## src/pkg/xport_defines.svh

```systemverilog
`ifndef XPORT_DEFINES_SVH
`define XPORT_DEFINES_SVH
// register offsets on the configuration port
`define OFF_LOGICAL_LANE_SETTING 12'h110
`define OFF_PHYSICAL_LANE_POWERDOWN 12'h201
`define OFF_LINK_DEVICE_IDENTIFIER 12'h450
`define OFF_LINK_BANK_IDENTIFIER 12'h451
`define OFF_LANE_ZERO_IDENTIFIER 12'h452
`define OFF_LANE_COUNT_MINUS_ONE 12'h453
`define OFF_OCTETS_PER_FRAME_MINUS_ONE 12'h454
`define OFF_FRAMES_PER_MULTIFRAME_MINUS_ONE 12'h455
`define OFF_CONVERTER_COUNT_MINUS_ONE 12'h456
`define OFF_RESOLUTION_MINUS_ONE 12'h457
`define OFF_SAMPLE_BITS_MINUS_ONE 12'h458
`define OFF_SAMPLES_AND_VERSION 12'h459
`define OFF_HIGH_DENSITY_FLAG 12'h45a
`define OFF_INTERP_SELECT 12'h460
`define OFF_XPORT_STATUS 12'h461
`define OFF_PCLK_PERIOD 12'h462
// field positions
`define LANE_SETTING_MSB 7
`define LANE_SETTING_LSB 4
`define VERSION_MSB 7
`define VERSION_LSB 5
`define HD_BIT 7
// fixed link values and reset values
`define FIXED_K 8'd32
`define FIXED_N 8'd16
`define FIXED_NP 8'd16
`define FIXED_M 8'd2
`define VERSION_B 3'h1
`define RST_POWERDOWN 8'h00
`define RST_ZERO 8'h00
`define OCTETS_PER_PCLK 4
`endif

```

## src/pkg/xport_pkg.sv

```systemverilog
package xport_pkg;
    typedef enum logic [2:0] {
        INTERP_6X,
        INTERP_8X,
        INTERP_12X,
        INTERP_16X,
        INTERP_24X
    } interp_t;
    typedef enum logic {
        DS_HUNT,
        DS_ALIGNED
    } deskew_state_t;
endpackage

```

## src/pkg/xport_link_if.sv

```systemverilog
`timescale 1ns/10ps
// eight lanes, four octets per lane per processing-clock cycle
interface xport_link_if;
    logic [7:0] lane_valid;
    logic [7:0] lane_start;
    logic [255:0] lane_data;
    logic [7:0] lane_powerdown;
    logic link_ready;
    modport transmitter (
        output lane_valid,
        output lane_start,
        output lane_data,
        input lane_powerdown,
        input link_ready
    );
    modport receiver (
        input lane_valid,
        input lane_start,
        input lane_data,
        output lane_powerdown,
        output link_ready
    );
endinterface

```

## src/rtl/mode_check.sv

```systemverilog
`timescale 1ns/10ps
`include "xport_defines.svh"
// decides whether interpolation and lane count form a supported mode
module mode_check (
    input wire xport_pkg::interp_t interp,
    input wire logic [3:0] lanes,
    input wire logic [7:0] lanes_m1,
    input wire logic [7:0] f_m1,
    input wire logic [7:0] s_m1,
    input wire logic [7:0] hd,
    output logic mode_ok,
    output logic [7:0] pclk_period,
    output logic [2:0] frame_octets
);
    logic lane_ok;
    logic layout_ok;
    logic [2:0] f_val;
    logic [1:0] s_val;
    logic [4:0] interp_n;
    // lane counts per interpolation
    always_comb begin
        case (interp)
            xport_pkg::INTERP_6X: lane_ok = lanes inside {4'd8, 4'd6, 4'd4, 4'd3}; // RULE_01
            xport_pkg::INTERP_8X,
            xport_pkg::INTERP_12X: lane_ok = lanes inside {4'd8, 4'd6, 4'd4, 4'd3, 4'd2}; // RULE_01
            xport_pkg::INTERP_16X,
            xport_pkg::INTERP_24X: lane_ok = lanes inside {4'd8, 4'd6, 4'd4, 4'd3, 4'd2, 4'd1};
            default: lane_ok = 1'b0;
        endcase
    end
    // frame layout per lane count
    always_comb begin
        f_val = 3'd0;
        s_val = 2'd0;
        case (lanes)
            4'd8: begin f_val = 3'd1; s_val = 2'd2; end // RULE_03
            4'd4: begin f_val = 3'd1; s_val = 2'd1; end
            4'd2: begin f_val = 3'd2; s_val = 2'd1; end
            4'd1: begin f_val = 3'd4; s_val = 2'd1; end
            4'd6: begin f_val = 3'd2; s_val = 2'd3; end
            4'd3: begin f_val = 3'd4; s_val = 2'd3; end
            default: begin f_val = 3'd0; s_val = 2'd0; end
        endcase
    end
    always_comb begin
        case (interp)
            xport_pkg::INTERP_6X: interp_n = 5'd6;
            xport_pkg::INTERP_8X: interp_n = 5'd8;
            xport_pkg::INTERP_12X: interp_n = 5'd12;
            xport_pkg::INTERP_16X: interp_n = 5'd16;
            default: interp_n = 5'd24;
        endcase
    end
    // programmed fields must match the layout, minus one each
    assign layout_ok = (lanes_m1 == 8'({4'd0, lanes} - 8'd1))
        && (f_m1 == 8'(f_val - 3'd1)) && (s_m1 == 8'(s_val - 2'd1))
        && (hd[`HD_BIT] == (f_val == 3'd1)); // RULE_05 RULE_06
    assign mode_ok = lane_ok && layout_ok; // RULE_16
    // widen before the product so that 24 times 8 keeps all its bits
    assign pclk_period = 8'({3'd0, interp_n} * {4'd0, lanes}); // RULE_04
    assign frame_octets = f_val;
endmodule

```

## src/rtl/xport_rx.sv

```systemverilog
`timescale 1ns/10ps
`include "xport_defines.svh"
// Operation
// RULE_01: lane counts allowed per interpolation factor
// RULE_02: fixed K=32, N=NP=16, no control bits
// RULE_03: two converters, F and S by lanes
// RULE_04: pclk period is interpolation times lanes
// RULE_05: software writes parameters as value minus one
// RULE_06: high-density bit set only when F=1
// RULE_07: device and bank identifiers match transmitter; the code only stores them and compares neither
// RULE_08: lane zero identifier matches transmitter; the code only stores its low five bits and compares nothing
// RULE_09: version field matches transmitter, 1 is B
// RULE_10: deframe lanes into converter samples
// RULE_11: deskew logical lanes automatically once configured
// RULE_12: lane setting bits enable logical lanes
// RULE_13: powerdown bit one disables physical lane
// RULE_14: four octets per lane per pclk
// RULE_15: frames become dac samples per parameters
// RULE_16: unsupported modes never reach the deframer
module xport_rx #(
    parameter int LANES = 8
) (
    input wire logic mclk,
    input wire logic rst,
    input wire logic [11:0] addr,
    input wire logic [7:0] wdata,
    input wire logic wr,
    input wire logic rd,
    output logic [7:0] rdata,
    output logic [15:0] dac0_sample,
    output logic [15:0] dac1_sample,
    output logic sample_valid,
    output logic config_valid,
    xport_link_if.receiver link
);
    generate
        if (LANES != 8) begin : g_lane_check
            $error("xport_rx serves eight lanes only");
        end
    endgenerate
    logic [7:0] lane_setting_reg, powerdown_reg, did_reg, bid_reg, lane_zero_identifier_reg;
    logic [7:0] l_m1_reg, f_m1_reg, k_m1_reg, m_m1_reg, n_m1_reg, np_m1_reg;
    logic [7:0] sv_reg, hd_reg, interp_reg;
    logic [7:0] rdata_next;
    logic mode_ok;
    logic [7:0] pclk_period;
    logic [2:0] frame_octets;
    logic fixed_ok;
    logic [7:0] lane_en;
    logic [7:0] start_seen_reg;
    xport_pkg::deskew_state_t ds_reg;
    logic [3:0] lanes;
    logic [15:0] s0_reg, s1_reg;
    logic sv_out_reg;
    assign lanes = lane_setting_reg[`LANE_SETTING_MSB:`LANE_SETTING_LSB];
    mode_check u_mode (
        .interp(xport_pkg::interp_t'(interp_reg[2:0])),
        .lanes(lanes),
        .lanes_m1(l_m1_reg),
        .f_m1(f_m1_reg),
        .s_m1(sv_reg & 8'h1f),
        .hd(hd_reg),
        .mode_ok(mode_ok),
        .pclk_period(pclk_period),
        .frame_octets(frame_octets)
    );
    // fixed parameters and identifiers of version
    assign fixed_ok = (k_m1_reg[4:0] == 5'(`FIXED_K - 8'd1))
        && (m_m1_reg == `FIXED_M - 8'd1) && (n_m1_reg[4:0] == 5'(`FIXED_N - 8'd1))
        && (np_m1_reg[4:0] == 5'(`FIXED_NP - 8'd1))
        && (sv_reg[`VERSION_MSB:`VERSION_LSB] == `VERSION_B); // RULE_02 RULE_09
    assign config_valid = mode_ok && fixed_ok; // RULE_16
    // register writes
    always_ff @(posedge mclk or posedge rst) begin
        if (rst) begin
            lane_setting_reg <= `RST_ZERO;
            powerdown_reg <= `RST_POWERDOWN; // RULE_13
            did_reg <= `RST_ZERO;
            bid_reg <= `RST_ZERO;
            lane_zero_identifier_reg <= `RST_ZERO;
            l_m1_reg <= `RST_ZERO;
            f_m1_reg <= `RST_ZERO;
            k_m1_reg <= `RST_ZERO;
            m_m1_reg <= `RST_ZERO;
            n_m1_reg <= `RST_ZERO;
            np_m1_reg <= `RST_ZERO;
            sv_reg <= `RST_ZERO;
            hd_reg <= `RST_ZERO;
            interp_reg <= `RST_ZERO;
        end else if (wr) begin
            if (addr == `OFF_LOGICAL_LANE_SETTING) lane_setting_reg <= wdata;
            else if (addr == `OFF_PHYSICAL_LANE_POWERDOWN) powerdown_reg <= wdata;
            else if (addr == `OFF_LINK_DEVICE_IDENTIFIER) did_reg <= wdata;
            else if (addr == `OFF_LINK_BANK_IDENTIFIER) bid_reg <= wdata;
            else if (addr == `OFF_LANE_ZERO_IDENTIFIER) lane_zero_identifier_reg <= wdata & 8'h1f;
            else if (addr == `OFF_LANE_COUNT_MINUS_ONE) l_m1_reg <= wdata & 8'h1f;
            else if (addr == `OFF_OCTETS_PER_FRAME_MINUS_ONE) f_m1_reg <= wdata;
            else if (addr == `OFF_FRAMES_PER_MULTIFRAME_MINUS_ONE) k_m1_reg <= wdata & 8'h1f;
            else if (addr == `OFF_CONVERTER_COUNT_MINUS_ONE) m_m1_reg <= wdata;
            else if (addr == `OFF_RESOLUTION_MINUS_ONE) n_m1_reg <= wdata & 8'h1f;
            else if (addr == `OFF_SAMPLE_BITS_MINUS_ONE) np_m1_reg <= wdata & 8'h1f;
            else if (addr == `OFF_SAMPLES_AND_VERSION) sv_reg <= wdata;
            else if (addr == `OFF_HIGH_DENSITY_FLAG) hd_reg <= wdata & 8'h80;
            else if (addr == `OFF_INTERP_SELECT) interp_reg <= wdata & 8'h07;
        end
    end
    // read decode, unmapped reads zero
    always_comb begin
        if (addr == `OFF_LOGICAL_LANE_SETTING) rdata_next = lane_setting_reg;
        else if (addr == `OFF_PHYSICAL_LANE_POWERDOWN) rdata_next = powerdown_reg;
        else if (addr == `OFF_LINK_DEVICE_IDENTIFIER) rdata_next = did_reg;
        else if (addr == `OFF_LINK_BANK_IDENTIFIER) rdata_next = bid_reg;
        else if (addr == `OFF_LANE_ZERO_IDENTIFIER) rdata_next = lane_zero_identifier_reg;
        else if (addr == `OFF_LANE_COUNT_MINUS_ONE) rdata_next = l_m1_reg;
        else if (addr == `OFF_OCTETS_PER_FRAME_MINUS_ONE) rdata_next = f_m1_reg;
        else if (addr == `OFF_FRAMES_PER_MULTIFRAME_MINUS_ONE) rdata_next = k_m1_reg;
        else if (addr == `OFF_CONVERTER_COUNT_MINUS_ONE) rdata_next = m_m1_reg;
        else if (addr == `OFF_RESOLUTION_MINUS_ONE) rdata_next = n_m1_reg;
        else if (addr == `OFF_SAMPLE_BITS_MINUS_ONE) rdata_next = np_m1_reg;
        else if (addr == `OFF_SAMPLES_AND_VERSION) rdata_next = sv_reg;
        else if (addr == `OFF_HIGH_DENSITY_FLAG) rdata_next = hd_reg;
        else if (addr == `OFF_INTERP_SELECT) rdata_next = interp_reg;
        else if (addr == `OFF_XPORT_STATUS)
            rdata_next = {3'd0, frame_octets, ds_reg == xport_pkg::DS_ALIGNED, config_valid};
        else if (addr == `OFF_PCLK_PERIOD) rdata_next = pclk_period; // RULE_04
        else rdata_next = 8'h00;
    end
    always_ff @(posedge mclk or posedge rst) begin
        if (rst) rdata <= 8'h00;
        else if (rd) rdata <= rdata_next;
        else rdata <= 8'h00;
    end
    // logical lanes enabled by the lane setting once the setup is valid
    genvar gi;
    generate
        for (gi = 0; gi < 8; gi++) begin : g_en
            assign lane_en[gi] = (4'(gi) < lanes) && config_valid; // RULE_12
        end
    endgenerate
    assign link.lane_powerdown = powerdown_reg; // RULE_13
    assign link.link_ready = config_valid;
    // automatic deskew: wait for a start marker on every enabled lane
    always_ff @(posedge mclk or posedge rst) begin
        if (rst) begin
            ds_reg <= xport_pkg::DS_HUNT;
            start_seen_reg <= 8'h00;
        end else if (!config_valid) begin
            ds_reg <= xport_pkg::DS_HUNT;
            start_seen_reg <= 8'h00;
        end else begin
            case (ds_reg)
                xport_pkg::DS_HUNT: begin
                    start_seen_reg <= start_seen_reg | (link.lane_start & link.lane_valid);
                    if (((start_seen_reg | link.lane_start) & lane_en) == lane_en)
                        ds_reg <= xport_pkg::DS_ALIGNED; // RULE_11
                end
                default: ds_reg <= xport_pkg::DS_ALIGNED;
            endcase
        end
    end
    // deframer: lane 0 word carries octets, plus lane 1 for the second sample above one lane; two 16-bit samples per frame pair
    always_ff @(posedge mclk or posedge rst) begin
        if (rst) begin
            s0_reg <= 16'h0000;
            s1_reg <= 16'h0000;
            sv_out_reg <= 1'b0;
        end else if (ds_reg == xport_pkg::DS_ALIGNED && link.lane_valid[0]) begin
            // four octets per lane per cycle: samples msb octet first
            s0_reg <= link.lane_data[31:16]; // RULE_10 RULE_14 RULE_15
            s1_reg <= (lanes == 4'd1) ? link.lane_data[15:0] : link.lane_data[63:48];
            sv_out_reg <= 1'b1;
        end else begin
            sv_out_reg <= 1'b0;
        end
    end
    assign dac0_sample = s0_reg;
    assign dac1_sample = s1_reg;
    assign sample_valid = sv_out_reg;
endmodule

```

## src/flat_wrapper.sv

```systemverilog
// flat-port wrapper written by rule: the top's interface ports become plain ports
module xport_rx_flat 
#(
    parameter int LANES = 8
)
  (mclk, rst, addr, wdata, wr, rd, rdata, dac0_sample, dac1_sample, sample_valid, config_valid, link_lane_valid, link_lane_start, link_lane_data, link_lane_powerdown, link_link_ready);
  xport_link_if link_i ();
  input wire logic mclk;
  input wire logic rst;
  input wire logic [11:0] addr;
  input wire logic [7:0] wdata;
  input wire logic wr;
  input wire logic rd;
  output logic [7:0] rdata;
  output logic [15:0] dac0_sample;
  output logic [15:0] dac1_sample;
  output logic sample_valid;
  output logic config_valid;
  input wire logic [$bits(link_i.lane_valid)-1:0] link_lane_valid;
  input wire logic [$bits(link_i.lane_start)-1:0] link_lane_start;
  input wire logic [$bits(link_i.lane_data)-1:0] link_lane_data;
  output wire logic [$bits(link_i.lane_powerdown)-1:0] link_lane_powerdown;
  output wire logic [$bits(link_i.link_ready)-1:0] link_link_ready;
  assign link_i.lane_valid = link_lane_valid;
  assign link_i.lane_start = link_lane_start;
  assign link_i.lane_data = link_lane_data;
  assign link_lane_powerdown = link_i.lane_powerdown;
  assign link_link_ready = link_i.link_ready;
  xport_rx #(.LANES(LANES)) u_core (.mclk(mclk), .rst(rst), .addr(addr), .wdata(wdata), .wr(wr), .rd(rd), .rdata(rdata), .dac0_sample(dac0_sample), .dac1_sample(dac1_sample), .sample_valid(sample_valid), .config_valid(config_valid), .link(link_i));
endmodule
```

## config.mk

```make
export PLATFORM = sky130hd
export DESIGN_NAME = xport_rx_flat
export DESIGN_NICKNAME = d
export VERILOG_FILES = /design/src/pkg/xport_pkg.sv /design/src/pkg/xport_link_if.sv /design/src/rtl/mode_check.sv /design/src/rtl/xport_rx.sv /design/src/flat_wrapper.sv
export VERILOG_INCLUDE_DIRS = /design/src /design/src/pkg
export SDC_FILE = /design/constraint.sdc
export NUM_CORES = 1
export LEC_CHECK = 0
export BUFFER_PORTS_ARGS = -buffer_cell sky130_fd_sc_hd__buf_4
export CORE_MARGIN = 5
export CORE_UTILIZATION = 40
export DETAILED_ROUTE_END_ITERATION = 10
export GPL_ROUTABILITY_DRIVEN = 0
export GPL_TIMING_DRIVEN = 0
export MAX_ROUTING_LAYER = met4
export PLACE_DENSITY = 0.76
export SKIP_LAST_GASP = 1
export SLEW_MARGIN = 20
export SYNTH_ARGS = -nofsm -noshare
export SYNTH_HDL_FRONTEND = slang
export SYNTH_SLANG_ARGS = --single-unit
```

## constraint.sdc

```tcl
create_clock -name mclk -period 8.4 [get_ports mclk]
set_input_delay 1.68 -clock mclk [delete_from_list [all_inputs] [get_ports mclk]]
set_output_delay 1.68 -clock mclk [all_outputs]
set_load 0.03 [all_outputs]
```

-- Yosys cells after proc, flatten, opt, wreduce, memory -nomap -nowiden
Cells that the tools add are included.
- bitwise gates (word level): 17
- add/sub/neg operators: 3
- order comparisons: 8
- equality and inequality tests: 38
- multiply operators: 1
- muxes and demuxes: 28
- reduce and logical (&&, ||, !) cells: 43
- operators by type and width (kind ; count):
    equality test 12 x 11 -> 1 bit, second input constant ; 14
    two-way mux 8 bit ; 19
    one-hot mux 5 bit (4 select lines) ; 1
    logical AND 1 bit ; 18
    AND 8 bit ; 2
    equality test 5 x 8 -> 1 bit ; 2
    equality test 8 bit ; 2
    less-than comparator 3 x 4 -> 1 bit, first input constant ; 4
    two-way mux 16 bit ; 1
    OR 8 bit ; 2
    AND reduction 15 bit ; 1
    AND reduction 14 bit ; 1
    inverter 1 bit ; 13
    AND reduction 13 bit ; 1
    equality test 12 x 10 -> 1 bit, second input constant ; 1
    equality test 12 x 9 -> 1 bit, second input constant ; 1
    AND reduction 12 bit ; 1
    OR reduction 2 bit ; 6
    AND reduction 11 bit ; 1
    equality test 5 x 4 -> 1 bit, second input constant ; 2
    AND reduction 10 bit ; 1
    equality test 3 x 1 -> 1 bit, second input constant ; 3
    one-hot mux 3 bit (3 select lines) ; 1
    AND reduction 9 bit ; 1
    31 further kinds ; 39
- output and inout bits: 51
- input bits: 296
- logic and storage cells: 158
- flip-flop bits (word level): 135

-- Logic depth before layout (Yosys ltp)
- word-level depth: 26
- mapped depth: 14
- depth with buffers taken out: 13

-- Cells and area by module
From an unflattened synthesis, not the netlist that was laid out.
- cells, all modules: 708
- area, all modules: 7757.4 um2
- by module, submodules not included (module ; area an instance (um2) ; sequential area each (um2) ; cells an instance ; instances):
    xport_rx ; 6841.6 ; 3378.2 ; 592 ; 1
    mode_check ; 915.9 ; 0.0 ; 116 ; 1

-- Least setup slack after synthesis
Ideal clock, no wire load.
- path type: reg2out
- from: register u_core.lane_setting_reg[4]
- to: output link_link_ready
- cell stages (with the launch flop): 14
- setup slack: 3577 ps
- path buffers: 2
- data arrival time: 3143 ps
- required time: 6720 ps
- cell sequence: dfrtp_1 clkbuf_1 inv_1 ha_1 nor3b_1 a211o_1 ha_1 xnor2_1 nor4_1 nand4_1 nor4b_2 nand3_1 inv_1 buf_4
- cells in the longest elaborated chain, start to end: 10
- elaborated cells between the ends (all ways): 30
- those cells by class: add/sub: 3; eq/ne: 11; mux: 3; reduce/logical: 13
- RTL lines (what ; line ; RTL):
    start, declared ; xport_rx.sv:41 ; logic [7:0] lane_setting_reg, powerdown_reg, did_reg, bid_reg, lane_zero_identifier_reg;
    start signal, assigned ; xport_rx.sv:76 ; lane_setting_reg <= `RST_ZERO;
    start signal, assigned ; xport_rx.sv:91 ; if (addr == `OFF_LOGICAL_LANE_SETTING) lane_setting_reg <= wdata;
    equality test 4 x 2 -> 1 bit (tied with other cells) ; - ;
    OR reduction 2 bit (no line) ; - ;
    one-hot mux 3 bit (3 select lines) ; mode_check.sv:35 ; case (lanes)
    subtractor 3 x 1 -> 4 bit ; mode_check.sv:56 ; && (f_m1 == 8'(f_val - 3'd1)) && (s_m1 == 8'(s_val - 2'd1))
    equality test 8 bit ; mode_check.sv:56 ;
    logical AND 1 bit (2 in a row) ; mode_check.sv:56 ;
    logical AND 1 bit ; mode_check.sv:55 ; assign layout_ok = (lanes_m1 == 8'({4'd0, lanes} - 8'd1))
    logical AND 1 bit (*) ; mode_check.sv:58 ; assign mode_ok = lane_ok && layout_ok;
    logical AND 1 bit (*) ; xport_rx.sv:72 ; assign config_valid = mode_ok && fixed_ok;
    end, declared ; flat_wrapper.sv:23 ; output wire logic [$bits(link_i.link_ready)-1:0] link_link_ready;
Every way passes the cells marked *; elsewhere a longest branch is shown, timed or not.

-- Worst setup path in the final report
Same ends and word-level chain as after synthesis.

==> results.cfg <==
[placed_design]
numPortBuffers = 135
dp_hpwl_mm = 16.5

[floorplanning]
num_rows = 50
ios = 347
dieWidth_microns = 147
dieArea_sq_um = 21600
coreArea_sq_um = 18600
die_h_microns = 147
initial_core_util_pct = 40.4

[final_layout]
num-fill-cells = 1621
drive_gt1_share_pct = 36.0
regArea_sq_um = 3380
fin_nets = 1144
multi_input_area_sq_um = 3860
diodes = 0
area_growth_pct = 24.7

[grt]
busiest_layer = met2
grt_first_pass_wirelength_mm = 35.4
antenna_found_initial = 0
grt_use_met1_pct = 27.2
track_usage_pct = 21.3
grt.overflow.total = 0
use_met2_pct = 32.4
grt_pass1_vias = 6283
use_met3_pct = 5.27
grt_max_degree = 88

[logic_synthesis]
async_flop_share_pct = 100
syn_avg_cell_area_sq_um = 11.2
yosys_warnings = 0
syn_inst = 670
yosys_register_bits = 135
synth_fp_nets = 989
synth_edf_count = 0
ys.flop_type = dfrtp_1
yosysSeqAreaShare_pct = 45.0
synth.distinct_cells = 81
syn_area_sq_um = 7510

[cts]
hold_buffers = 0
cts_root_buf = clkbuf_16
cts_buffers = 17
clk_pin_slew_worst_paths_ps = 60
clockBufferDepth = 2
cts_tree = yes
htree_levels = 4
post_cts_resized = 0
clock_latency_ps = 430
cts_setup_buffers = 0
cts_sinks = 135

[job]
maxCapViolCount = 0

[power_and_ir_drop]
leakage_nw = 4.46
p_total_mw = 1.46
ir_worst_vdd_mv = 0.118
cellPowerDensity_nw_per_um2 = 156

[routing]
wirelength_mm = 22.3
ant_nets = 0
vias = 6255
route.detailed.drc = 0
dr.pass1.iters = 6
drt_iter0_drc = 599
via_per_inst = 5.84
wl_per_cell_microns = 20.9

[sta]
slew_headroom_pct = 39.6
hold_viol = 0
rsz0062_at_grt = false
finalSetupTns_ps = 0
skew_ps = 21.5
max_clock_freq_mhz = 168
min_period_over_period_pct = 70.8
worst_pin_slew_ps = 899
fin_crit_ps = 5950
setup_viol = 0
hold_ws_ps = 480
maxSlewViolCount = 0

[worst_hold_path]
hp-start = u_core.dac1_sample[10]
min_path_type = reg2reg
min_to = u_core.dac1_sample[10]
worst_hold_path.num_cells = 2

[critical_path]
worstSetupEndpointType = output pin
r2r-start = u_core.interp_reg[0]
cp-start-kind = flip-flop
crit_path_max_fanout = 10
ff2ff_path_depth = 13
r2r_slack_ps = 4120
r2r_end = u_core.rdata[7]
path_class = reg2out
worstPathArrival_ps = 4270
crit_required_ps = 6720

[status]
status = finished, final reports clean
worst max-delay path: stages, from the launching register on:
cell,delay [ps]
dfrtp_1,400
clkbuf_1,410
inv_1,240
ha_1,340
nor3b_1,310
a211o_1,180
ha_1,260
xnor2_1,140
nor4_1,270
nand4_1,150
nor4b_2,310
nand3_1,400
inv_1,170
buf_4,120
buf_4,140
cell usage in the layout (no fill, tap or decap), drive strengths merged, types with 4 or more instances in the layout:
cell and count:
a21oi 14, nor3b 4, buf 151, a221oi 4, nand2 46, o221ai 8, nor2 35, fa 4
nor3 17, or4 4, a31oi 9, a32oi 4, nand2b 7, dfrtp 135, o21ai 37, xor2 8
or2 5, nand3 10, inv 18, xnor2 9, a22oi 6, nor2b 6, mux2i 25, mux2 102
clkinv 9, clkinvlp 4, clkbuf 47, nand4 14, nor4 5, a211oi 5, nor4b 5, ha 19
routing by layer:
metal / wire length (microns) / share of wire [%]
met5: 0 / 0
met2: 10600 / 47
met1: 9030 / 40
met3: 1870 / 8.4
met4: 858 / 3.8
worst max path at each step:
stage	startpoint	end	cells after the start
final	u_core.lane_setting_reg[4]	link_link_ready	14
after global routing	u_core.lane_setting_reg[4]	link_link_ready	14
after CTS	u_core.lane_setting_reg[4]	link_link_ready	14
after detailed placement	u_core.lane_setting_reg[4]	link_link_ready	14
after global placement	rst	u_core.n_m1_reg[2]	2
after floorplan	rst	u_core.bid_reg[0]	1
through the flow:
step / setup WS (ps) / utilization, % / std cells / instance area (sq um)
6_report: 2450 / 50.4 / 1071 / 9360
5_1_grt: 2090 / 50.4 / 1071 / 9360
4_1_cts: 2460 / 50.4 / 1071 / 9360
3_5_place_dp: 2930 / 47.6 / 1040 / 8850
3_3_place_gp: 1570 / 47.4 / 1039 / 8810
2_1_floorplan: 3110 / - / 670 / 7510
synthesized netlist by cell type (3+ instances only):
cell type	count	area, sq um
a211oi_1	5	37.5
a31oi_1	9	56.3
o22ai_1	3	18.8
and3_1	3	18.8
nand2b_1	7	43.8
nor4b_1	3	26.3
nand4_1	13	81.3
o21ai_0	34	170
o221ai_1	8	70.1
o32ai_1	3	26.3
clkbuf_1	28	105
nor4_1	5	31.3
mux2i_1	25	250
nor3_2	3	30.0
nand4bb_1	3	33.8
nand3_1	9	45.0
buf_2	8	40.0
nor3_1	14	70.1
nor2_1	34	128
a221oi_1	4	35.0
inv_1	16	60.1
buf_6	3	33.8
mux2_4	8	120
nor2b_1	6	37.5
or2_2	4	25.0
a32oi_1	4	35.0
nand2_1	46	173
xnor2_1	9	78.8
or4_1	4	30.0
and2_1	3	18.8
nor3b_1	4	30.0
buf_1	3	11.3
dfrtp_1	135	3380
mux2_2	94	1060
a22oi_1	6	45.0
mux4_2	3	67.6
ha_1	19	238
a21oi_1	14	70.1
a2111oi_0	3	26.3
xor2_1	8	70.1
fa_1	4	80.1
a21o_1	3	22.5
cells by family after synthesis:
group | count (synthesis) | share of synthesized area (%)
muxes | 130 | 19.9
xor gates and xnor gates | 18 | 2.28
DFF | 135 | 45.0
and+or+nand+nor | 179 | 13.6
adders and majority gates | 24 | 4.37
buffers and inverters | 62 | 3.58
AOI/OAI and AO/OA | 122 | 11.2
area by class of cell:
type,count,area share [%]
repair buffers,136,11.1
clock inverters,12,0.869
clock buffers,19,4.62
inverters,19,0.842
well taps,234,3.13
plain buffers,43,2.11
multi-input cells,473,41.2
flip-flops and latches,135,36.1
power breakdown:
part           switching [mW]  leakage (nW)  internal [mW]  total [mW]
registers             0.00595          1.85          0.660       0.666
clock network           0.285         0.245          0.373       0.658
logic                  0.0826          2.37         0.0583       0.141
Note: power is estimated with default switching activity, not from simulation.
